### src/logic/pwm_ctrl_pkg.sv
// shared constants and types for the pwm timer control block
package pwm_ctrl_pkg;

  // register map, byte addresses
  localparam int unsigned ADDR_W            = 8;
  localparam int unsigned DATA_W            = 16;
  localparam logic [7:0]  CLK_SEL_OFFSET    = 8'h00;
  localparam logic [7:0]  CNT_CTL_OFFSET    = 8'h04;
  localparam logic [7:0]  INT_FLAG_OFFSET   = 8'h08;
  localparam logic [7:0]  INT_EN_OFFSET     = 8'h0c;
  localparam logic [7:0]  MAX_VAL_OFFSET    = 8'h10;

  // clock control field positions
  localparam int unsigned DBG_RUN_BIT       = 8;
  localparam int unsigned DIV_LSB           = 4;
  localparam int unsigned SRC_LSB           = 0;

  // counter control field positions
  localparam int unsigned MAX_BUSY_BIT      = 8;
  localparam int unsigned DIR_LSB           = 4;
  localparam int unsigned ONE_SHOT_BIT      = 3;
  localparam int unsigned RUN_BIT           = 2;
  localparam int unsigned PRESET_BIT        = 1;
  localparam int unsigned ENABLE_BIT        = 0;

  // interrupt flag positions
  localparam int unsigned ZERO_FLAG_BIT     = 0;
  localparam int unsigned MAX_FLAG_BIT      = 1;
  localparam int unsigned CC_FLAG_BASE      = 2;

  // reset values
  localparam logic [3:0]  DIV_RESET         = 4'h0;
  localparam logic [2:0]  SRC_RESET         = 3'h0;
  localparam logic [15:0] MAX_VAL_RESET     = 16'hffff;

  // divider limits per source family
  localparam logic [3:0]  LOW_SPEED_DIV_MAX = 4'h8;
  localparam logic [7:0]  SRC_ALL_SUPPORTED = 8'hff;

  // cycles the max register needs to take a new value
  localparam logic [3:0]  MAX_LOAD_CYCLES   = 4'h3;

  typedef enum logic [2:0] {
    SRC_INT_OSC  = 3'h0,
    SRC_LOW_OSC  = 3'h1,
    SRC_HIGH_OSC = 3'h2,
    SRC_EXT_OSC  = 3'h3,
    SRC_EXT_IN0  = 3'h4,
    SRC_EXT_IN1  = 3'h5,
    SRC_EXT_IN0N = 3'h6,
    SRC_EXT_IN1N = 3'h7
  } clk_src_t;

  typedef enum logic [1:0] {
    DIR_UP      = 2'h0,
    DIR_DOWN    = 2'h1,
    DIR_UP_DOWN = 2'h2,
    DIR_RSVD    = 2'h3
  } count_dir_t;

  typedef struct packed {
    logic       debug_run;
    logic [3:0] clock_divider_select;
    clk_src_t   clock_source_select;
  } clk_sel_t;

  typedef struct packed {
    count_dir_t count_direction_select;
    logic       one_shot_select;
    logic       channel_enable;
  } cnt_ctl_t;

  // counter end events from the counter datapath
  typedef struct packed {
    logic max_hit;
    logic zero_hit;
  } cnt_event_t;

endpackage

### src/logic/pwm_timer_ctrl.sv
// interrupt flags, clock control and counter control of one pwm timer
// Summary of operation
// - capture overwriting data while its flag is still set raises overwrite
// - compare mode: counter equal to compare buffer sets compare flag
// - capture mode: capture load of counter value sets compare flag
// - counter reaching programmed maximum sets the max flag
// - counter reaching zero sets the zero flag
// - writing one clears a flag, zero leaves it, read shows state
// - interrupt request only while an enabled flag is set
// - debug run bit keeps clock running in debug mode, else stops it
// - divider field picks ratio per source family, others fixed at one
// - source field picks one of eight oscillators or external inputs
// - unsupported sources cannot be selected
// - busy bit high while max register loads; software waits for it
// - direction field: up, down, up/down, reserved
// - one-shot bit with direction forms the count mode
// - run starts only with channel enabled now or in same write
// - writing run zero while counting stops the count
// - one-shot end at max or zero clears run automatically
// - run reads one while counting, zero when idle
// - preset clears counter, or loads max in down mode, when enabled
// - channel enable gates the channel operating clock
//
// Our own choices: the strobed register port and the placing of the registers.
`timescale 1ns/1ps
module pwm_timer_ctrl
  import pwm_ctrl_pkg::*;
#(
  parameter int unsigned NUM_CC        = 2,
  parameter logic [7:0]  SRC_SUPPORTED = SRC_ALL_SUPPORTED
)
(
  input  wire logic              clk_sys,
  input  wire logic              reset_n,
  // register port
  input  wire logic [ADDR_W-1:0] reg_addr,
  input  wire logic [DATA_W-1:0] reg_wdata,
  input  wire logic              reg_wr,
  input  wire logic              reg_rd,
  output logic [DATA_W-1:0]      reg_rdata_q,
  // clock sources, one-cycle ticks and synchronous level inputs
  input  wire logic              debug_mode,
  input  wire logic [3:0]        osc_tick,
  input  wire logic [1:0]        ext_clk_in,
  // events from the counter and compare/capture circuits
  input  wire cnt_event_t        cnt_event,
  input  wire logic [NUM_CC-1:0] cc_capture_mode,
  input  wire logic [NUM_CC-1:0] cc_match,
  input  wire logic [NUM_CC-1:0] cc_capture_load,
  // to the counter datapath and interrupt controller
  output logic                   irq_q,
  output logic                   chan_clk_en_q,
  output logic                   count_tick_q,
  output logic                   count_run_q,
  output count_dir_t             count_dir_q,
  output logic                   one_shot_q,
  output logic                   preset_clear_q,
  output logic                   preset_load_max_q,
  output logic [15:0]            max_value_q,
  output logic                   max_load_q
);

  localparam int unsigned FLAG_W = CC_FLAG_BASE + 2 * NUM_CC;

  clk_sel_t            clk_sel_q;
  cnt_ctl_t            ctl_q;
  logic [FLAG_W-1:0]   flag_q;
  logic [FLAG_W-1:0]   flag_set;
  logic [FLAG_W-1:0]   flag_clr;
  logic [FLAG_W-1:0]   int_en_q;
  logic [15:0]         max_shadow_q;
  logic [3:0]          busy_cnt_q;
  logic                max_busy;
  logic [1:0]          ext_prev_q;
  logic [3:0]          ext_rise_fall;
  logic                src_tick;
  logic [3:0]          div_eff;
  logic                gate_en;
  logic                wr_clk;
  logic                wr_ctl;
  logic                wr_flag;
  logic                wr_en_reg;
  logic                wr_max;
  logic                en_after_wr;
  logic                one_shot_end;
  logic [DATA_W-1:0]   rd_mux;
  clk_src_t            src_wr;
  count_dir_t          dir_wr;

  // address decode of single-cycle write strobes
  always_comb begin
    wr_clk    = reg_wr && (reg_addr == CLK_SEL_OFFSET);
    wr_ctl    = reg_wr && (reg_addr == CNT_CTL_OFFSET);
    wr_flag   = reg_wr && (reg_addr == INT_FLAG_OFFSET);
    wr_en_reg = reg_wr && (reg_addr == INT_EN_OFFSET);
    wr_max    = reg_wr && (reg_addr == MAX_VAL_OFFSET);
    src_wr    = clk_src_t'(reg_wdata[SRC_LSB +: 3]);
    dir_wr    = count_dir_t'(reg_wdata[DIR_LSB +: 2]);
  end

  // clock control register; writing an unsupported source keeps the old one
  always_ff @(posedge clk_sys or negedge reset_n) begin
    if (!reset_n) begin
      clk_sel_q.debug_run            <= 1'b0;
      clk_sel_q.clock_divider_select <= DIV_RESET;
      clk_sel_q.clock_source_select  <= clk_src_t'(SRC_RESET);
    end else if (wr_clk) begin
      clk_sel_q.debug_run            <= reg_wdata[DBG_RUN_BIT];
      clk_sel_q.clock_divider_select <= reg_wdata[DIV_LSB +: 4];
      if (SRC_SUPPORTED[src_wr]) begin
        clk_sel_q.clock_source_select <= src_wr;
      end
    end
  end

  // external inputs are already synchronous; keep last level for edges
  always_ff @(posedge clk_sys or negedge reset_n) begin
    if (!reset_n) begin
      ext_prev_q <= 2'h0;
    end else begin
      ext_prev_q <= ext_clk_in;
    end
  end

  // rising edges for plain inputs, falling edges for inverted ones
  assign ext_rise_fall = {~ext_clk_in & ext_prev_q,
                          ext_clk_in & ~ext_prev_q};

  // source tick and effective divider code per source family
  always_comb begin
    src_tick = 1'b0;
    div_eff  = 4'h0;
    unique case (clk_sel_q.clock_source_select)
      SRC_INT_OSC: begin
        src_tick = osc_tick[0];
        div_eff  = clk_sel_q.clock_divider_select;
      end
      SRC_LOW_OSC: begin
        src_tick = osc_tick[1];
        // codes past the low-speed limit fall back to divide by one
        if (clk_sel_q.clock_divider_select <= LOW_SPEED_DIV_MAX) begin
          div_eff = clk_sel_q.clock_divider_select;
        end
      end
      SRC_HIGH_OSC: begin
        src_tick = osc_tick[2];
        div_eff  = clk_sel_q.clock_divider_select;
      end
      SRC_EXT_OSC:  src_tick = osc_tick[3];
      SRC_EXT_IN0:  src_tick = ext_rise_fall[0];
      SRC_EXT_IN1:  src_tick = ext_rise_fall[1];
      SRC_EXT_IN0N: src_tick = ext_rise_fall[2];
      SRC_EXT_IN1N: src_tick = ext_rise_fall[3];
    endcase
  end

  // clock gating: channel enable and the debug-mode hold
  assign gate_en = ctl_q.channel_enable
                   && (!debug_mode || clk_sel_q.debug_run);

  always_ff @(posedge clk_sys or negedge reset_n) begin
    if (!reset_n) begin
      chan_clk_en_q <= 1'b0;
    end else begin
      chan_clk_en_q <= gate_en;
    end
  end

  // count ticks only flow while running, so a stopped counter holds still
  clock_prescaler u_prescaler (
    .clk_sys  (clk_sys),
    .reset_n  (reset_n),
    .gate_en  (gate_en && count_run_q),
    .src_tick (src_tick),
    .div_code (div_eff),
    .tick_q   (count_tick_q)
  );

  // counter control fields; reserved direction code is refused
  always_ff @(posedge clk_sys or negedge reset_n) begin
    if (!reset_n) begin
      ctl_q.count_direction_select <= DIR_UP;
      ctl_q.one_shot_select        <= 1'b0;
      ctl_q.channel_enable         <= 1'b0;
    end else if (wr_ctl) begin
      if (dir_wr != DIR_RSVD) begin
        ctl_q.count_direction_select <= dir_wr;
      end
      ctl_q.one_shot_select <= reg_wdata[ONE_SHOT_BIT];
      ctl_q.channel_enable  <= reg_wdata[ENABLE_BIT];
    end
  end

  always_comb begin
    count_dir_q = ctl_q.count_direction_select;
    one_shot_q  = ctl_q.one_shot_select;
  end

  // enable may come with the same write as run
  assign en_after_wr = reg_wdata[ENABLE_BIT] || ctl_q.channel_enable;

  // one-shot end point: max going up, zero going down or up/down
  always_comb begin
    one_shot_end = 1'b0;
    if (ctl_q.one_shot_select) begin
      if (ctl_q.count_direction_select == DIR_UP) begin
        one_shot_end = cnt_event.max_hit;
      end else begin
        one_shot_end = cnt_event.zero_hit;
      end
    end
  end

  // run state; a software write in the same cycle wins over the end point
  always_ff @(posedge clk_sys or negedge reset_n) begin
    if (!reset_n) begin
      count_run_q <= 1'b0;
    end else if (wr_ctl) begin
      if (reg_wdata[RUN_BIT]) begin
        count_run_q <= count_run_q || en_after_wr;
      end else begin
        count_run_q <= 1'b0;
      end
    end else if (count_run_q && one_shot_end) begin
      count_run_q <= 1'b0;
    end
  end

  // preset pulses to the counter, only with the channel enabled
  always_ff @(posedge clk_sys or negedge reset_n) begin
    if (!reset_n) begin
      preset_clear_q    <= 1'b0;
      preset_load_max_q <= 1'b0;
    end else begin
      preset_clear_q    <= wr_ctl && reg_wdata[PRESET_BIT] && en_after_wr
                           && (dir_wr != DIR_DOWN);
      preset_load_max_q <= wr_ctl && reg_wdata[PRESET_BIT] && en_after_wr
                           && (dir_wr == DIR_DOWN);
    end
  end

  // max register: a write starts a load that needs the channel enabled, even in the debug-mode hold
  assign max_busy = (busy_cnt_q != 4'h0);

  always_ff @(posedge clk_sys or negedge reset_n) begin
    if (!reset_n) begin
      busy_cnt_q   <= 4'h0;
      max_shadow_q <= MAX_VAL_RESET;
    end else if (wr_max && !max_busy) begin
      // a write during busy is dropped, software must poll first
      busy_cnt_q   <= MAX_LOAD_CYCLES;
      max_shadow_q <= reg_wdata;
    end else if (max_busy && ctl_q.channel_enable) begin
      busy_cnt_q <= busy_cnt_q - 4'h1;
    end
  end

  // new maximum reaches the counter in the cycle that busy clears, with a max_load_q pulse
  always_ff @(posedge clk_sys or negedge reset_n) begin
    if (!reset_n) begin
      max_value_q <= MAX_VAL_RESET;
      max_load_q  <= 1'b0;
    end else begin
      max_load_q <= 1'b0;
      if (busy_cnt_q == 4'h1 && ctl_q.channel_enable) begin
        max_value_q <= max_shadow_q;
        max_load_q  <= 1'b1;
      end
    end
  end

  // per-system set conditions, counter end set conditions
  assign flag_set[ZERO_FLAG_BIT] = cnt_event.zero_hit;
  assign flag_set[MAX_FLAG_BIT]  = cnt_event.max_hit;

  genvar m;
  generate
    for (m = 0; m < NUM_CC; m++) begin : g_cc
      assign flag_set[CC_FLAG_BASE + 2*m] =
        (!cc_capture_mode[m] && cc_match[m])
        || (cc_capture_mode[m] && cc_capture_load[m]);
      assign flag_set[CC_FLAG_BASE + 2*m + 1] =
        cc_capture_mode[m] && cc_capture_load[m]
        && flag_q[CC_FLAG_BASE + 2*m];
    end
  endgenerate

  assign flag_clr = wr_flag ? reg_wdata[FLAG_W-1:0] : '0;

  // sticky flags: write one to clear, a set in the same cycle wins
  always_ff @(posedge clk_sys or negedge reset_n) begin
    if (!reset_n) begin
      flag_q <= '0;
    end else begin
      flag_q <= (flag_q & ~flag_clr) | flag_set;
    end
  end

  // interrupt enable mask
  always_ff @(posedge clk_sys or negedge reset_n) begin
    if (!reset_n) begin
      int_en_q <= '0;
    end else if (wr_en_reg) begin
      int_en_q <= reg_wdata[FLAG_W-1:0];
    end
  end

  // request follows the registered flags, so it lags a set by one cycle
  always_ff @(posedge clk_sys or negedge reset_n) begin
    if (!reset_n) begin
      irq_q <= 1'b0;
    end else begin
      irq_q <= |(flag_q & int_en_q);
    end
  end

  // read mux; unused and unmapped bits read zero
  always_comb begin
    rd_mux = '0;
    unique case (reg_addr)
      CLK_SEL_OFFSET: begin
        rd_mux[DBG_RUN_BIT]   = clk_sel_q.debug_run;
        rd_mux[DIV_LSB +: 4]  = clk_sel_q.clock_divider_select;
        rd_mux[SRC_LSB +: 3]  = clk_sel_q.clock_source_select;
      end
      CNT_CTL_OFFSET: begin
        rd_mux[MAX_BUSY_BIT]  = max_busy;
        rd_mux[DIR_LSB +: 2]  = ctl_q.count_direction_select;
        rd_mux[ONE_SHOT_BIT]  = ctl_q.one_shot_select;
        rd_mux[RUN_BIT]       = count_run_q;
        rd_mux[ENABLE_BIT]    = ctl_q.channel_enable;
      end
      INT_FLAG_OFFSET: rd_mux[FLAG_W-1:0] = flag_q;
      INT_EN_OFFSET:   rd_mux[FLAG_W-1:0] = int_en_q;
      MAX_VAL_OFFSET:  rd_mux = max_value_q;
      default:         rd_mux = '0;
    endcase
  end

  // read data stand only in the cycle after the strobe
  always_ff @(posedge clk_sys or negedge reset_n) begin
    if (!reset_n) begin
      reg_rdata_q <= '0;
    end else if (reg_rd) begin
      reg_rdata_q <= rd_mux;
    end else begin
      reg_rdata_q <= '0;
    end
  end

endmodule

### src/logic/clock_prescaler.sv
// counter clock divider: one tick per 2^code source ticks
`timescale 1ns/1ps
module clock_prescaler
  import pwm_ctrl_pkg::*;
(
  input  wire logic       clk_sys,
  input  wire logic       reset_n,
  input  wire logic       gate_en,
  input  wire logic       src_tick,
  input  wire logic [3:0] div_code,
  output logic            tick_q
);

  logic [14:0] div_cnt_q;
  logic [15:0] div_mask;
  logic        div_hit;

  // low code bits all ones marks the last source tick of a period
  always_comb begin
    div_mask = (16'h0001 << div_code) - 16'h0001;
    div_hit  = (({1'b0, div_cnt_q} & div_mask) == div_mask);
  end

  // count stays at zero while gated so a restart begins a fresh period
  always_ff @(posedge clk_sys or negedge reset_n) begin
    if (!reset_n) begin
      div_cnt_q <= 15'h0000;
    end else if (!gate_en) begin
      div_cnt_q <= 15'h0000;
    end else if (src_tick) begin
      div_cnt_q <= div_cnt_q + 15'h0001;
    end
  end

  // output tick
  always_ff @(posedge clk_sys or negedge reset_n) begin
    if (!reset_n) begin
      tick_q <= 1'b0;
    end else begin
      tick_q <= gate_en & src_tick & div_hit;
    end
  end

endmodule

### config.mk
export PLATFORM = sky130hd
export DESIGN_NAME = pwm_timer_ctrl
export DESIGN_NICKNAME = d
export VERILOG_FILES = /design/src/logic/pwm_ctrl_pkg.sv /design/src/logic/pwm_timer_ctrl.sv /design/src/logic/clock_prescaler.sv
export SDC_FILE = /design/constraint.sdc
export NUM_CORES = 1
export LEC_CHECK = 0
export ABC_AREA = 1
export BUFFER_PORTS_ARGS = -buffer_cell sky130_fd_sc_hd__buf_2
export CAP_MARGIN = 20
export CORE_MARGIN = 4
export CORE_UTILIZATION = 50
export CTS_CLUSTER_DIAMETER = 150
export DETAILED_ROUTE_END_ITERATION = 12
export GPL_TIMING_DRIVEN = 0
export PLACE_DENSITY = 0.75
export RECOVER_POWER = 50
export SLEW_MARGIN = 15
export SYNTH_ARGS = -nofsm -noshare
export SYNTH_HDL_FRONTEND = slang
export SYNTH_SLANG_ARGS = --single-unit
### constraint.sdc
create_clock -name clk_sys -period 3 [get_ports clk_sys]
set_input_delay 0.15 -clock clk_sys [delete_from_list [all_inputs] [get_ports clk_sys]]
set_output_delay 0.15 -clock clk_sys [all_outputs]
set_load 0.02 [all_outputs]
==> results.yml <==
run_status:
  status: "complete, no violations"
grt:
  grt_max_degree: 80
  grt_pass1_wl_mm: 21.0
  antenna_found_initial: 0
  track_usage: 0.226
  grt_pass1_vias: 4447
  overflow: 0
critical_path:
  arrival_ps: 2720
  cp_max_fo: 10
  critPathMostFrequentCell: "nand2_1"
  critPathCaptureType: "flop"
  worstPathRequired_ps: 3310
  path_delay_family: "simple AND/OR/NAND/NOR gates"
  cpPeakStageDelay_ps: 380
  crit_chain: "buf_2 -> inv_2 -> nand2_1 -> nor2_1 -> nand2_1 -> nand2_4 -> inv_4 -> buf_6 -> nand4_1 -> ha_1 -> inv_1 -> nor2_2 -> nand3_2 -> inv_1 -> nand3_1 -> nand3_1 -> nand2_1 -> nor2_1"
  path_buf_inv: 6
  crit_type: "flop to flop"
  worstSetupStartpointType: "flop"
  crit_slowest_cell: "dfrtp_1"
floorplanning:
  coreArea_um2: 9770
  io-pin-count: 85
  dieArea_um2: 11700
  start_util: 0.513
  rows: 36
  die_y_um: 108
  die-width_um: 108
route:
  routed_wl_mm: 12.5
  viasPerCell: 5.15
  firstDrtPassIters: 6
  ant_nets: 0
  routed-via-count: 4498
  wl_per_cell_um: 14.3
  drc: 0
  drt_iter0_markers: 267
synth:
  synth_top_family_by_area: "simple AND/OR/NAND/NOR gates"
  synth-async-reset-ratio: 1.00
  avgSynthCellArea_um2: 7.99
  synth_cell_types: 43
  yosysWarnings: 0
  synthSimpleGateAreaFrac: 0.264
  seq_area_frac_synth: 0.507
  synthCells: 627
  syn-num-nets: 674
  synth-xor-area-share: 0.0122
  ys_seq_elements: 100
  synth_compound_area_frac: 0.118
  synth_area_um2: 5010
  synth_adder_area_share: 0.00999
  synth_ff_type: "dfrtp_1"
  synth_edf_count: 0
  synthMuxAreaShare: 0
sta:
  clock.fmax_ghz: 0.416
  finClkSkew_ps: 10.1
  slew_violations: 0
  hold_viol: 0
  finalSetupViolCount: 0
  setup_tns_ps: 0
  tightest_slew_ps: 1120
  rsz0062_at_grt: "false"
  worst_slack_ps: 596
  whs_ps: 2.52
  finalCritPeriodShare: 0.801
  max-slew-margin-rel: 0.252
  fin_crit_ps: 2400
finish:
  antenna_cells: 0
  final_common_cell: "nand2_1"
  drive_gt1_frac: 0.192
  syn2layout_area_growth_pct: 17.4
  utilization: 0.602
  layout_common_cells: "nand2_1 (155), inv_1 (83), dfrtp_1 (68)"
  nets: 782
cts:
  cts_resized: 0
  cts_tree: "built"
  numCtsBuffers: 9
  cts.sinks: 100
  clock_latency_ps: 370
  cts-htree-levels: 3
  root_buffer: "clkbuf_8"
  path_clk_slew_ps: 100
  clock_path_buffers: 2
job:
  cap_violations: 0
placement:
  gp_congestion: 0.894
  pre_cts_ws_ps: 617
  hpwl_mm: 9.40
  io_buffer_count: 84
power_and_ir_drop:
  power.leakage_nw: 2.80
  power.density_nw_per_um2: 462
  p_total_mw: 2.72
  ir_worst_vdd_mv: 0.235
worst_hold_path:
  hold_class: "input pin to flop"
[cells by family after synthesis]
family / count (synthesis)
compound gates: 105
xor+xnor: 7
fa+ha+maj: 4
buf+inv: 108
flops: 100
simple gates: 303
[where the power goes]
group	switching [mW]	internal, mW	total (mW)	leakage, nW
registers	0.0481	1.43	1.48	1.23
clock network	0.517	0.319	0.836	0.0934
logic	0.257	0.146	0.403	1.48
[sequential cells by signal, summed over array words and instances (netlist names)]
name and count:
int_en_q 6, flag_q 6, max_value_q 16, max_shadow_q 16
busy_cnt_q 4, ctl_q 1, one_shot_q 1, irq_q 1
preset_load_max_q 1, reg_rdata_q 16, count_dir_q 2, u_prescaler.tick_q 1
ext_prev_q 2, count_run_q 1, u_prescaler.div_cnt_q 15, clk_sel_q 8
max_load_q 1, chan_clk_en_q 1, preset_clear_q 1
[per-stage QoR]
stage,cells,instance area (um2)
after floorplan,627,5010
after global placement,844,5600
after detailed placement,845,5630
after CTS,873,5940
after global routing,873,5880
final,873,5880
[path summary, 6_finish.rpt]
check                                       startpoint                            to  slack, ps  cells after the start
setup / recovery              clk_sel_q[3]$_DFFE_PN0P_  u_prescaler.tick_q$_DFF_PN0_        600                     18
hold / removal                      cc_capture_mode[0]           flag_q[2]$_DFF_PN0_          3                      2
setup reg to reg              clk_sel_q[3]$_DFFE_PN0P_  u_prescaler.tick_q$_DFF_PN0_        600                     18
hold reg to reg            max_shadow_q[7]$_DFFE_PN1P_    max_value_q[7]$_DFFE_PN1P_        460                      2
max in group asynchronous                      reset_n       int_en_q[5]$_DFFE_PN0P_        770                      3
min in group asynchronous                      reset_n     reg_rdata_q[11]$_DFF_PN0_        500                      2
[layer usage]
layer,vias to the layer above,track usage,routed length (um)
met2,142,0.374,6120
li1,2225,-,-
met1,2112,0.309,5500
met4,0,0.0739,218
met3,19,0.0310,661
met5,-,0,0
[repair_timing]
item                                   in CTS  in global routing
endpoints found under the hold margin      79                  0
setup buffers                               0                  0
hold buffers                               12                  0
[synth_stat cells (5+ instances only)]
master      n  area share
a21oi_1    23       0.023
nor4_1      6      0.0075
nand3_1    39       0.039
o21ai_0    59       0.059
clkbuf_1    8      0.0060
nand2_2     5      0.0062
nor3_1     12       0.012
dfrtp_1    68        0.34
nor2_2      5      0.0062
nand4_1     8       0.010
xor2_1      6       0.010
inv_1      83       0.062
dfstp_2    32        0.17
nand2_1   155        0.12
nor2_1     64       0.048
[area by class of cell]
| type | instances | area, um2 |
|---|---|---|
| Buffer | 16 | 96.3 |
| Clock buffer | 10 | 128 |
| Clock inverter | 6 | 55.1 |
| Fill cell | 906 | 3890 |
| Inverter | 92 | 348 |
| Multi-Input combinational cell | 419 | 2030 |
| Sequential cell | 100 | 2540 |
| Tap cell | 133 | 166 |
| Timing Repair Buffer | 97 | 522 |
(Power assumes the default switching activity.)
